[config.mk]
export PLATFORM = sky130hd
export DESIGN_NAME = dtc_top
export DESIGN_NICKNAME = d
export VERILOG_FILES = /design/src/verilog/dtc_pkg.sv /design/src/verilog/dtc_top.sv /design/src/verilog/dtc_clk_src.sv /design/src/verilog/dtc_counter.sv
export VERILOG_INCLUDE_DIRS = /design/src /design/src/verilog
export SDC_FILE = /design/constraint.sdc
export NUM_CORES = 1
export LEC_CHECK = 0
export BUFFER_PORTS_ARGS = -buffer_cell sky130_fd_sc_hd__clkbuf_2
export CAP_MARGIN = 20
export CORE_ASPECT_RATIO = 1.2
export CORE_UTILIZATION = 40
export CTS_CLUSTER_DIAMETER = 50
export DETAILED_ROUTE_END_ITERATION = 10
export GPL_TIMING_DRIVEN = 0
export PLACE_DENSITY = 0.62
export SLEW_MARGIN = 20
export SYNTH_ARGS = -nofsm -noshare
export SYNTH_HDL_FRONTEND = slang
export SYNTH_SLANG_ARGS = --single-unit
[constraint.sdc]
create_clock -name pclk -period 2.3 [get_ports pclk]
set_input_delay 0.23 -clock pclk [delete_from_list [all_inputs] [get_ports pclk]]
set_output_delay 0.23 -clock pclk [all_outputs]
set_load 0.01 [all_outputs]
[src/verilog/dtc_map.svh]
// dtc_map.svh: register indexes, field positions, reset values for the dual timer.
// assumes an APB slave that decodes a word index, byte address = 4 * index.
// Overview of operation
// timer a has a control register plus 8-bit period and pulse-width compares
// software leaves timer a period compare alone while timer a runs
// pulse-width compare rewritten while running only in 8-bit or 16-bit pwm mode
// both timer a compare registers are read/write and reset to all ones
// control: bit7 flipflop, bits6-4 clock select, bit3 run, bits2-0 mode; reset zero
// clock codes pick fc/2^11 or fs/8, fc/2^7, fc/2^5, fc/2^3, fs, fc/2, fc, pin
// low-speed modes allow only fs/8, fs and fc (warm-up) selections
// run written 0 stops and clears the counter, written 1 starts counting
// modes: 000 timer/event, 001 divider out, 010 pwm, 011 cascade, 1xx reserved
// mode, clock and flipflop settings change only with the starting write
// software sets timer a mode to 011 for cascade; timer b picks sub-mode
// in cascade timer a clock select sources; run and flipflop from timer b
// timer b has its own control, period and pulse-width compare registers
// software leaves timer b period compare alone while timer b runs
// timer b pulse-width compare kept unchanged while running except pwm modes
// timer b mode 1xx counts timer a overflows, ignoring its clock select
// timer b control has the same layout as timer a and resets to zero
// writes act on the edge after the strobe; counting uses synchronised enables
`ifndef DTC_MAP_SVH
`define DTC_MAP_SVH
`define DTC_IDX_A_CTRL    18'h00016
`define DTC_IDX_B_CTRL    18'h00017
`define DTC_IDX_A_PERIOD  18'h00018
`define DTC_IDX_B_PERIOD  18'h00019
`define DTC_IDX_A_PWIDTH  18'h1001a
`define DTC_IDX_B_PWIDTH  18'h1001b
`define DTC_IDX_STATUS    18'h00020
`define DTC_IDX_CONFIG    18'h00021
`define DTC_CTRL_RESET    8'h00
`define DTC_CMP_RESET     8'hff
`define DTC_FF_BIT        7
`define DTC_CK_HI         6
`define DTC_CK_LO         4
`define DTC_RUN_BIT       3
`define DTC_MODE_HI       2
`define DTC_MODE_LO       0
`define DTC_DIVOPT_BIT    0
`define DTC_PRESCALE_W    11
`define DTC_FS_DIV_W      3
`endif

[src/verilog/dtc_pkg.sv]
// dtc_pkg: types shared by the dual timer modules.
// assumes dtc_map.svh for numeric constants.
`default_nettype none
package dtc_pkg;
  typedef enum logic [2:0] {
    DTC_MODE_TIMER   = 3'h0,
    DTC_MODE_PDO     = 3'h1,
    DTC_MODE_PWM     = 3'h2,
    DTC_MODE_CASCADE = 3'h3
  } dtc_mode_t;
  typedef enum logic [2:0] {
    DTC_CK_SLOWEST = 3'h0, DTC_CK_DIV7 = 3'h1, DTC_CK_DIV5 = 3'h2, DTC_CK_DIV3 = 3'h3,
    DTC_CK_FS      = 3'h4, DTC_CK_DIV1 = 3'h5, DTC_CK_FC   = 3'h6, DTC_CK_PIN  = 3'h7
  } dtc_clksel_t;
  typedef enum logic [1:0] {
    DTC_ST_IDLE = 2'b01,
    DTC_ST_ACK  = 2'b10
  } dtc_apb_state_t;
endpackage
`default_nettype wire

[src/verilog/dtc_top.sv]
// dtc_top: APB register layer for two 8-bit timers that cascade into 16 bits.
// assumes APB3 master on pclk; pins are asynchronous and are synchronised inside.
`include "dtc_map.svh"
`default_nettype none
module dtc_top
  import dtc_pkg::*;
(
  input  wire  logic         pclk,
  input  wire  logic         presetn,
  input  wire  logic         psel,
  input  wire  logic         penable,
  input  wire  logic         pwrite,
  input  wire  logic [19:0]  paddr,
  input  wire  logic [31:0]  pwdata,
  output logic       [31:0]  prdata,
  output logic               pready,
  output logic               pslverr,
  input  wire  logic         low_freq_clock_in,
  input  wire  logic         timer_a_pin_in,
  input  wire  logic         timer_b_pin_in,
  input  wire  logic         low_speed_mode,
  output logic               timer_a_out,
  output logic               timer_b_out
);
  dtc_apb_state_t    state_reg;
  logic [7:0]        timer_a_control_reg;
  logic [7:0]        timer_b_control_reg;
  logic [7:0]        timer_a_period_compare_reg;
  logic [7:0]        timer_b_period_compare_reg;
  logic [7:0]        timer_a_pulse_width_compare_reg;
  logic [7:0]        timer_b_pulse_width_compare_reg;
  logic              low_clock_divider_option_reg;
  logic [17:0]       index;
  logic              wr_en;
  logic              mapped;
  logic [31:0]       rdata_next;
  logic              cascade;
  logic              run_a_eff;
  logic              run_b;
  logic              ff_a_eff;
  logic              b_upper;
  logic [1:0]        tick;
  logic [1:0][2:0]   sel;
  logic              tick_b;
  logic              carry_a;
  logic [7:0]        count_a;
  logic [7:0]        count_b;
  dtc_mode_t         mode_a;
  dtc_mode_t         mode_b;

  assign index = paddr[19:2];
  // write lands on the access edge that also sees pready
  assign wr_en = psel && penable && pwrite && (state_reg == DTC_ST_ACK);

  // address decode over the word index
  always_comb
  begin
    mapped = 1'b1;
    rdata_next = 32'h0;
    case (index)
      `DTC_IDX_A_CTRL:   rdata_next = {24'h0, timer_a_control_reg};
      `DTC_IDX_B_CTRL:   rdata_next = {24'h0, timer_b_control_reg};
      `DTC_IDX_A_PERIOD: rdata_next = {24'h0, timer_a_period_compare_reg};
      `DTC_IDX_B_PERIOD: rdata_next = {24'h0, timer_b_period_compare_reg};
      `DTC_IDX_A_PWIDTH: rdata_next = {24'h0, timer_a_pulse_width_compare_reg};
      `DTC_IDX_B_PWIDTH: rdata_next = {24'h0, timer_b_pulse_width_compare_reg};
      `DTC_IDX_STATUS:   rdata_next = {14'h0, timer_b_out, timer_a_out, count_b, count_a};
      `DTC_IDX_CONFIG:   rdata_next = {31'h0, low_clock_divider_option_reg};
      default:           mapped = 1'b0;
    endcase
  end

  // apb handshake: one wait state, then pready for a single cycle
  always_ff @(posedge pclk or negedge presetn)
    if (!presetn) state_reg <= DTC_ST_IDLE;
    else
      case (state_reg)
        DTC_ST_IDLE: if (psel && penable) state_reg <= DTC_ST_ACK;
        DTC_ST_ACK:  state_reg <= DTC_ST_IDLE;
        default:     state_reg <= DTC_ST_IDLE;
      endcase

  // answer flops, so the bus outputs come straight from registers
  always_ff @(posedge pclk or negedge presetn)
    if (!presetn)
    begin
      pready  <= 1'b0;
      pslverr <= 1'b0;
      prdata  <= 32'h0;
    end
    else if (state_reg == DTC_ST_IDLE && psel && penable)
    begin
      pready  <= 1'b1;
      pslverr <= !mapped;
      prdata  <= pwrite ? 32'h0 : rdata_next;
    end
    else
    begin
      pready  <= 1'b0;
      pslverr <= 1'b0;
    end

  // control registers; settings are taken as written, software keeps them still while running
  always_ff @(posedge pclk or negedge presetn)
    if (!presetn)
    begin
      timer_a_control_reg <= `DTC_CTRL_RESET;
      timer_b_control_reg <= `DTC_CTRL_RESET;
    end
    else if (wr_en && mapped)
    begin
      if (index == `DTC_IDX_A_CTRL) timer_a_control_reg <= pwdata[7:0];
      if (index == `DTC_IDX_B_CTRL) timer_b_control_reg <= pwdata[7:0];
    end

  // compare registers, all ones out of reset
  always_ff @(posedge pclk or negedge presetn)
    if (!presetn)
    begin
      timer_a_period_compare_reg      <= `DTC_CMP_RESET;
      timer_a_pulse_width_compare_reg <= `DTC_CMP_RESET;
      timer_b_period_compare_reg      <= `DTC_CMP_RESET;
      timer_b_pulse_width_compare_reg <= `DTC_CMP_RESET;
    end
    else if (wr_en && mapped)
      case (index)
        `DTC_IDX_A_PERIOD: timer_a_period_compare_reg      <= pwdata[7:0];
        `DTC_IDX_A_PWIDTH: timer_a_pulse_width_compare_reg <= pwdata[7:0];
        `DTC_IDX_B_PERIOD: timer_b_period_compare_reg      <= pwdata[7:0];
        `DTC_IDX_B_PWIDTH: timer_b_pulse_width_compare_reg <= pwdata[7:0];
        default: ;
      endcase

  // divider option for the slowest selection
  always_ff @(posedge pclk or negedge presetn)
    if (!presetn) low_clock_divider_option_reg <= 1'b0;
    else if (wr_en && index == `DTC_IDX_CONFIG) low_clock_divider_option_reg <= pwdata[`DTC_DIVOPT_BIT];

  // cascade steering: timer a clock, timer b run and flip-flop
  assign cascade   = (timer_a_control_reg[`DTC_MODE_HI:`DTC_MODE_LO] == DTC_MODE_CASCADE);
  assign run_b     = timer_b_control_reg[`DTC_RUN_BIT];
  assign run_a_eff = cascade ? run_b : timer_a_control_reg[`DTC_RUN_BIT];
  assign ff_a_eff  = cascade ? timer_b_control_reg[`DTC_FF_BIT] : timer_a_control_reg[`DTC_FF_BIT];
  assign b_upper   = timer_b_control_reg[`DTC_MODE_HI];
  assign mode_a    = dtc_mode_t'(timer_a_control_reg[`DTC_MODE_HI:`DTC_MODE_LO]);
  // upper byte sub-modes fold onto the 8-bit behaviours
  assign mode_b    = b_upper ? dtc_mode_t'({1'b0, timer_b_control_reg[1:0]})
                             : dtc_mode_t'(timer_b_control_reg[`DTC_MODE_HI:`DTC_MODE_LO]);
  assign sel[0]    = timer_a_control_reg[`DTC_CK_HI:`DTC_CK_LO];
  assign sel[1]    = timer_b_control_reg[`DTC_CK_HI:`DTC_CK_LO];
  // upper byte ignores its own clock select
  assign tick_b    = b_upper ? carry_a : tick[1];

  // source clock enables for both units
  dtc_clk_src u_clk_src (
    .pclk       (pclk),
    .presetn    (presetn),
    .pin_in     ({timer_b_pin_in, timer_a_pin_in, low_freq_clock_in}),
    .sel        (sel),
    .low_speed  (low_speed_mode),
    .div_option (low_clock_divider_option_reg),
    .tick       (tick)
  );

  // lower unit
  dtc_counter #(.W(8)) u_timer_a (
    .pclk    (pclk),
    .presetn (presetn),
    .tick    (tick[0]),
    .run     (run_a_eff),
    .mode    (mode_a),
    .ff_init (ff_a_eff),
    .period  (timer_a_period_compare_reg),
    .pwidth  (timer_a_pulse_width_compare_reg),
    .count   (count_a),
    .carry   (carry_a),
    .ff_out  (timer_a_out)
  );

  // upper unit, or an independent 8-bit timer
  dtc_counter #(.W(8)) u_timer_b (
    .pclk    (pclk),
    .presetn (presetn),
    .tick    (tick_b),
    .run     (run_b),
    .mode    (mode_b),
    .ff_init (timer_b_control_reg[`DTC_FF_BIT]),
    .period  (timer_b_period_compare_reg),
    .pwidth  (timer_b_pulse_width_compare_reg),
    .count   (count_b),
    .carry   (),
    .ff_out  (timer_b_out)
  );

  property p_one_wait;
    @(posedge pclk) disable iff (!presetn)
    (psel && penable && !pready) |=> pready ##1 !pready;
  endproperty
  a_one_wait: assert property (p_one_wait)
    else $error("pready not a single cycle after one wait");

  property p_unmapped_err;
    @(posedge pclk) disable iff (!presetn)
    (psel && penable && !pready && !mapped) |=> pslverr;
  endproperty
  a_unmapped_err: assert property (p_unmapped_err)
    else $error("unmapped access not flagged");

  property p_ctrl_a_write;
    @(posedge pclk) disable iff (!presetn)
    (wr_en && index == `DTC_IDX_A_CTRL) |=> (timer_a_control_reg == $past(pwdata[7:0]));
  endproperty
  a_ctrl_a_write: assert property (p_ctrl_a_write)
    else $error("timer a control write lost");

  property p_ctrl_b_write;
    @(posedge pclk) disable iff (!presetn)
    (wr_en && index == `DTC_IDX_B_CTRL) |=> (timer_b_control_reg == $past(pwdata[7:0]));
  endproperty
  a_ctrl_b_write: assert property (p_ctrl_b_write)
    else $error("timer b control write lost");

  property p_period_readback;
    @(posedge pclk) disable iff (!presetn)
    (wr_en && index == `DTC_IDX_A_PERIOD) |=> (timer_a_period_compare_reg == $past(pwdata[7:0]));
  endproperty
  a_period_readback: assert property (p_period_readback)
    else $error("period compare read back differs");

  property p_cascade_stop;
    @(posedge pclk) disable iff (!presetn)
    (cascade && !run_b) |=> (count_a == 8'h00);
  endproperty
  a_cascade_stop: assert property (p_cascade_stop)
    else $error("lower byte runs while upper unit is stopped");

  property p_upper_hold;
    @(posedge pclk) disable iff (!presetn)
    (b_upper && run_b && $past(run_b) && !carry_a && !wr_en) |=> $stable(count_b);
  endproperty
  a_upper_hold: assert property (p_upper_hold)
    else $error("upper byte moved without a lower overflow");
endmodule
`default_nettype wire

[src/verilog/dtc_clk_src.sv]
// dtc_clk_src: count-enable pulses for both timers from prescaler, fs and pins.
// assumes pclk is the high-frequency clock; fs and pins are asynchronous.
`include "dtc_map.svh"
`default_nettype none
module dtc_clk_src
  import dtc_pkg::*;
(
  input  wire  logic             pclk,
  input  wire  logic             presetn,
  input  wire  logic [2:0]       pin_in,
  input  wire  logic [1:0][2:0]  sel,
  input  wire  logic             low_speed,
  input  wire  logic             div_option,
  output logic       [1:0]       tick
);
  logic [2:0]                   s1_reg, s2_reg, s3_reg;
  logic [2:0]                   rise;
  logic [`DTC_PRESCALE_W-1:0]   pre_reg;
  logic [`DTC_FS_DIV_W-1:0]     fs_cnt_reg;
  logic                         fs8;

  // two-stage synchronisers, third stage only for edge detection
  always_ff @(posedge pclk or negedge presetn)
    if (!presetn)
    begin
      s1_reg <= 3'h0;
      s2_reg <= 3'h0;
      s3_reg <= 3'h0;
    end
    else
    begin
      s1_reg <= pin_in;
      s2_reg <= s1_reg;
      s3_reg <= s2_reg;
    end
  assign rise = s2_reg & ~s3_reg;

  // free-running prescaler on the core clock
  always_ff @(posedge pclk or negedge presetn)
    if (!presetn) pre_reg <= '0;
    else pre_reg <= pre_reg + 1'b1;

  // fs divided by eight, counted on synchronised fs edges
  always_ff @(posedge pclk or negedge presetn)
    if (!presetn) fs_cnt_reg <= '0;
    else if (rise[0]) fs_cnt_reg <= fs_cnt_reg + 1'b1;
  assign fs8 = rise[0] && (&fs_cnt_reg);

  // per-unit source selection; unusable low-speed codes give no pulse
  for (genvar u = 0; u < 2; u++)
  begin : g_unit
    logic tick_reg;

    // one flop per unit, so each bit of tick has a single driver
    always_ff @(posedge pclk or negedge presetn)
      if (!presetn) tick_reg <= 1'b0;
      else
        case (dtc_clksel_t'(sel[u]))
          DTC_CK_SLOWEST: tick_reg <= (low_speed || div_option) ? fs8 : (&pre_reg);
          DTC_CK_DIV7:    tick_reg <= !low_speed && (&pre_reg[6:0]);
          DTC_CK_DIV5:    tick_reg <= !low_speed && (&pre_reg[4:0]);
          DTC_CK_DIV3:    tick_reg <= !low_speed && (&pre_reg[2:0]);
          DTC_CK_FS:      tick_reg <= rise[0];
          DTC_CK_DIV1:    tick_reg <= !low_speed && pre_reg[0];
          DTC_CK_FC:      tick_reg <= 1'b1; // fc, warm-up use only in low speed
          DTC_CK_PIN:     tick_reg <= !low_speed && rise[u+1];
          default:        tick_reg <= 1'b0;
        endcase
    assign tick[u] = tick_reg;

    property p_low_speed_block;
      @(posedge pclk) disable iff (!presetn)
      (low_speed && sel[u] inside {3'h1, 3'h2, 3'h3, 3'h5, 3'h7}) |=> !tick[u];
    endproperty
    a_low_speed_block: assert property (p_low_speed_block)
      else $error("tick on a selection unusable in low speed");

    property p_fc_every_cycle;
      @(posedge pclk) disable iff (!presetn)
      (sel[u] == 3'h6) [*2] |-> tick[u];
    endproperty
    a_fc_every_cycle: assert property (p_fc_every_cycle)
      else $error("fc selection did not tick every cycle");
  end
endmodule
`default_nettype wire

[src/verilog/dtc_counter.sv]
// dtc_counter: one 8-bit counter with compare, overflow pulse and output flip-flop.
// assumes tick is a one-cycle enable on pclk; run low holds the counter at zero.
`include "dtc_map.svh"
`default_nettype none
module dtc_counter
  import dtc_pkg::*;
#(
  parameter int W = 8
)
(
  input  wire  logic          pclk,
  input  wire  logic          presetn,
  input  wire  logic          tick,
  input  wire  logic          run,
  input  wire  dtc_mode_t     mode,
  input  wire  logic          ff_init,
  input  wire  logic [W-1:0]  period,
  input  wire  logic [W-1:0]  pwidth,
  output logic       [W-1:0]  count,
  output logic                carry,
  output logic                ff_out
);
  logic          run_d_reg;
  logic          at_period;
  logic          at_top;
  logic          live;

  assign at_period = (count == period);
  assign at_top    = (&count);
  assign live      = run && run_d_reg;

  // previous run level, to catch the start edge
  always_ff @(posedge pclk or negedge presetn)
    if (!presetn) run_d_reg <= 1'b0;
    else run_d_reg <= run;

  // counting; stopped or just started means zero
  always_ff @(posedge pclk or negedge presetn)
    if (!presetn) count <= '0;
    else if (!live) count <= '0;
    else if (tick)
      case (mode)
        DTC_MODE_TIMER, DTC_MODE_PDO: count <= at_period ? '0 : count + 1'b1;
        DTC_MODE_PWM, DTC_MODE_CASCADE: count <= count + 1'b1;
        default: count <= count; // reserved codes do not count
      endcase

  // one-cycle overflow/match pulse, feeds the upper byte in cascade
  always_ff @(posedge pclk or negedge presetn)
    if (!presetn) carry <= 1'b0;
    else carry <= live && tick &&
                  (((mode == DTC_MODE_TIMER || mode == DTC_MODE_PDO) && at_period) ||
                   ((mode == DTC_MODE_PWM || mode == DTC_MODE_CASCADE) && at_top));

  // output flip-flop loaded at start, toggled by divider and pwm events
  always_ff @(posedge pclk or negedge presetn)
    if (!presetn) ff_out <= 1'b0;
    else if (run && !run_d_reg) ff_out <= ff_init;
    else if (live && tick)
      case (mode)
        DTC_MODE_PDO: if (at_period) ff_out <= ~ff_out;
        DTC_MODE_PWM: if ((count == pwidth) || at_top) ff_out <= ~ff_out;
        default:      ff_out <= ff_out;
      endcase

  property p_stop_clears;
    @(posedge pclk) disable iff (!presetn)
    !run |=> (count == '0);
  endproperty
  a_stop_clears: assert property (p_stop_clears)
    else $error("counter not cleared while stopped");

  property p_period_wrap;
    @(posedge pclk) disable iff (!presetn)
    (live && tick && mode == DTC_MODE_TIMER && at_period) |=> (count == '0) && carry;
  endproperty
  a_period_wrap: assert property (p_period_wrap)
    else $error("timer mode did not wrap at period match");

  property p_start_load;
    @(posedge pclk) disable iff (!presetn)
    $rose(run) |=> (ff_out == $past(ff_init));
  endproperty
  a_start_load: assert property (p_start_load)
    else $error("flip-flop not loaded at start");
endmodule
`default_nettype wire

==> impl_summary.md <==
Worst setup path
For the worst setup path, the data arrival time is 2.41 ns. Of all nets on the critical path, the largest fanout is 8. Counting both buffers and inverters, the worst setup path holds a total of 1. The worst setup path is captured at a register. For the worst setup path, the data required time is 2.58 ns. The standard cell with the maximum stage delay on the critical path is sky130_fd_sc_hd__nor4_1.

Traced cell by cell, the critical path runs through buf_2, xor2_1, nor4_1, a311o_2, nand2b_1, o21ai_0. For this run, the slowest stage of the critical path takes 0.55 ns. The critical path in this run is classified as register to register. The worst setup path is launched from a register.

The kind of cell adding the most delay to the critical path is simple AND/OR/NAND/NOR gates.

CTS
The number of clock buffers added by TritonCTS is 17. The clock passes through at most 2 buffers. The CTS tree is built. The cell at the root of the clock tree is sky130_fd_sc_hd__clkbuf_16. The H-tree generated during clock tree synthesis spans 4 levels. The clock net in this run drives a total of 117 sinks. The clock network latency to the later pin of the worst-skew pair is 0.42 ns. The clock-pin slew reported for the worst setup and hold paths after clock tree synthesis is 0.05 ns.

Place
The setup slack at placement is -0.223 ns. In this run the tool buffered the top-level ports with 56 buffer cells. Once detailed placement completed, the half-perimeter wirelength came to 11000 µm. At the end of routability-driven placement, the weighted congestion stood at 0.892. In this run the cell area measured after placement is 6690 µm².

GRT
The via count of the first global-routing pass is 4576. For this run the aggregate overflow at the end of global routing stands at 0. The initial antenna violation count was 0. The global-route total usage across every layer is 20.3%. Entering global routing, the biggest net connects 82 pins. The first global-routing pass estimated 24100 µm of wire.

Finish
The share of the core filled with cells in the final layout is 50.7%. 0 antenna diodes ended up in the layout. The register with the most flip-flops in the layout has 18 of them. The share of post-route cells with drive strength above 1 is 33.6%.

From synthesis to final layout, the design area changed by 22.0%. For this run, the post-layout net count is 720. Once layout is done, the placed cells without fillers occupy 7400 µm².

Worst hold path
The path class of the tightest hold or removal check is input pin to register.

Synth
The number of instances in the synthesized netlist is 552. Summing the sequential cell areas from Yosys gives 48.9% of the chip area. The post-synthesis instance area is 6070 µm². The mean area per synthesized cell is 11.0 µm². The fraction of registers with async set/reset is 100%. The number of distinct library cells after synthesis is 66. The Yosys step of the flow raised 0 warnings. Yosys mapped a number of flops with a built-in enable equal to 0. The post-synthesis sequential element count is 117. The leading register cell type out of synthesis is sky130_fd_sc_hd__dfrtp_1.

Timing
Derived from the worst setup path, the maximum achievable clock frequency is 469 MHz. The worst setup margin is 0.169 ns. The count of final hold-check violations came to 0. The number of pins with negative max-slew slack in the final report is 0.

The worst path uses 92.6% of the clock period. The clock skew is 0.00525 ns. Setup violations remaining at the end of the flow were counted as 0. The minimum clock period is 2.13 ns. Setup repair after global routing left no endpoint under its margin. The max-slew headroom at the worst pin is 55.4%. For the final routed database, the setup TNS stands at 0 ns. The slew at the pin closest to its max-slew limit is 0.670 ns.

Floorplanning
The height of the die is 137 µm. The number of top-level pins is 97. The initial utilization of the core area, before any placement, comes to 41.6%. The die width is 114 µm. Row generation in the floorplan step produced 48 rows. The placeable core region is 14600 µm². The die area is 15700 µm².

Detailed routing
The total DRC errors in the routed layout is 0. The detailed-route via count is 4628. The number of DRC markers after the initial detailed-route iteration is 236. The average vias per placed instance is 5.38. Before antenna repair, the detailed router went through 5 iterations.

After detailed routing, the total wire length is 15000 µm. In the final routed layout, each cell accounts on average for 17.4 µm. The number of antenna-violating nets in the routed design is 0.

Power and ir drop
The worst supply voltage drop on vdd is 0.510 mV. The leakage dissipation is 3.40 nW. For this design the ratio of total power to cell area is 687 nW/µm².

Outcome
The run finished with clean final reports.

Flow run
The max-capacitance violation count is 0.
[worst paths after layout]
check	to	startpoint	cells after the start	slack [ns]
worst max-delay path	u_timer_a.count[2]$_DFFE_PN0P_	u_timer_a.count[6]$_DFFE_PN0P_	6	0.17
worst min-delay path	u_clk_src.g_unit[1].tick_reg$_DFF_PN0_	low_speed_mode	2	0.04
worst max register to register	u_timer_a.count[2]$_DFFE_PN0P_	u_timer_a.count[6]$_DFFE_PN0P_	6	0.17
worst min register to register	u_clk_src.s2_reg[1]$_DFF_PN0_	u_clk_src.s1_reg[1]$_DFF_PN0_	0	0.35
max in group asynchronous	timer_a_pulse_width_compare_reg[6]$_DFFE_PN1P_	presetn	3	1.30
min in group asynchronous	u_timer_b.count[0]$_DFFE_PN0P_	presetn	2	0.29
[through the flow]
step / total power, mW / hold slack [ns] / std cells
final: 5.08 / 0.0356 / 861
after global routing: 5.25 / 0.0457 / 861
after CTS: 5.12 / 0.0276 / 858
after detailed placement: 2.41 / 0.158 / 822
after global placement: 2.39 / 0.332 / 821
after floorplan: 2.27 / -0.0656 / 565
[worst reg2reg max path: cells and delay by family, from the launching register on]
family                    cells  cell delay, ns
AOI/OAI and AO/OA             2            0.50
DFF                           1            0.35
and+or+nand+nor               2            0.80
buffers and inverters         1            0.18
xor gates and xnor gates      1            0.17
[final cells by class]
type                    instances  area [µm²]
well taps                     200         250
flip-flops and latches        117        2970
plain buffers                  40         215
inverters                       9        33.8
repair buffers                 64         379
multi-input cells             399        2940
fillers                      1296        7190
clock inverters                12         154
clock buffers                  20         457
[synth_stat cells, drive strengths merged, types with 9 or more instances]
master / instances / area, µm²
a21oi: 9 / 45.0
a22o: 13 / 114
buf: 24 / 151
clkbuf: 16 / 60.1
dfrtp: 84 / 2100
dfstp: 33 / 867
ha: 11 / 138
inv: 9 / 33.8
mux2: 55 / 619
mux2i: 11 / 110
nand2: 39 / 154
nand3: 23 / 120
nor2: 34 / 165
nor3: 10 / 50.1
o21ai: 33 / 165
xnor2: 21 / 184
xor2: 20 / 175
[cells in the final DEF, fill, tap and decap left out, types with 9 or more instances in the layout]
cell type                   netlist  final
sky130_fd_sc_hd__nor2_1          30     30
sky130_fd_sc_hd__mux2i_1         11     10
sky130_fd_sc_hd__clkbuf_1        16     16
sky130_fd_sc_hd__xnor2_1         21     21
sky130_fd_sc_hd__conb_1           1     14
sky130_fd_sc_hd__nor3_1          10      9
sky130_fd_sc_hd__nand2_1         38     37
sky130_fd_sc_hd__inv_1            9      9
sky130_fd_sc_hd__dfrtp_1         84     81
sky130_fd_sc_hd__clkbuf_16        0     17
sky130_fd_sc_hd__nand3_1         22     22
sky130_fd_sc_hd__clkbuf_2         0     55
sky130_fd_sc_hd__a21oi_1          9      9
sky130_fd_sc_hd__mux2_2          55     55
sky130_fd_sc_hd__a22o_1          13     13
sky130_fd_sc_hd__dfstp_2         33     33
sky130_fd_sc_hd__o21ai_0         32     32
sky130_fd_sc_hd__xor2_1          20     20
sky130_fd_sc_hd__ha_1            11     11
sky130_fd_sc_hd__buf_4           14     17
[layer usage]
metal	part of all wire (%)	vias up	GRT usage (%)
met3	3.6	21	4.56
met4	1.9	0	7.07
met2	53	111	36.0
li1	-	2175	-
met5	0	-	0
met1	42	2321	24.1
[cell families (layout without fill, tap and decap cells)]
group / count (synthesis) / count (layout) / share of synthesized area [%]
buffers and inverters: 49 / 145 / 4.04
and+or+nand+nor: 163 / 163 / 14.8
AOI/OAI and AO/OA: 104 / 104 / 12.0
muxes: 66 / 66 / 12.0
other: 1 / 14 / 0.0618
DFF: 117 / 117 / 48.9
xor gates and xnor gates: 41 / 41 / 5.92
adders and majority gates: 11 / 11 / 2.27
[power by group]
group / internal [mW] / total (mW) / switching [mW]
sequential: 2.11 / 2.13 / 0.0223
combinational: 0.101 / 0.247 / 0.146
clock: 1.75 / 2.71 / 0.956
[timing repair]
item,CTS,global route
setup endpoints to repair,7,14
setup buffers,0,3
hold endpoints to repair,39,0
hold buffers,4,0
gates resized for setup,4,10
pin swaps,0,1
Power figures use the tool's default switching activity.
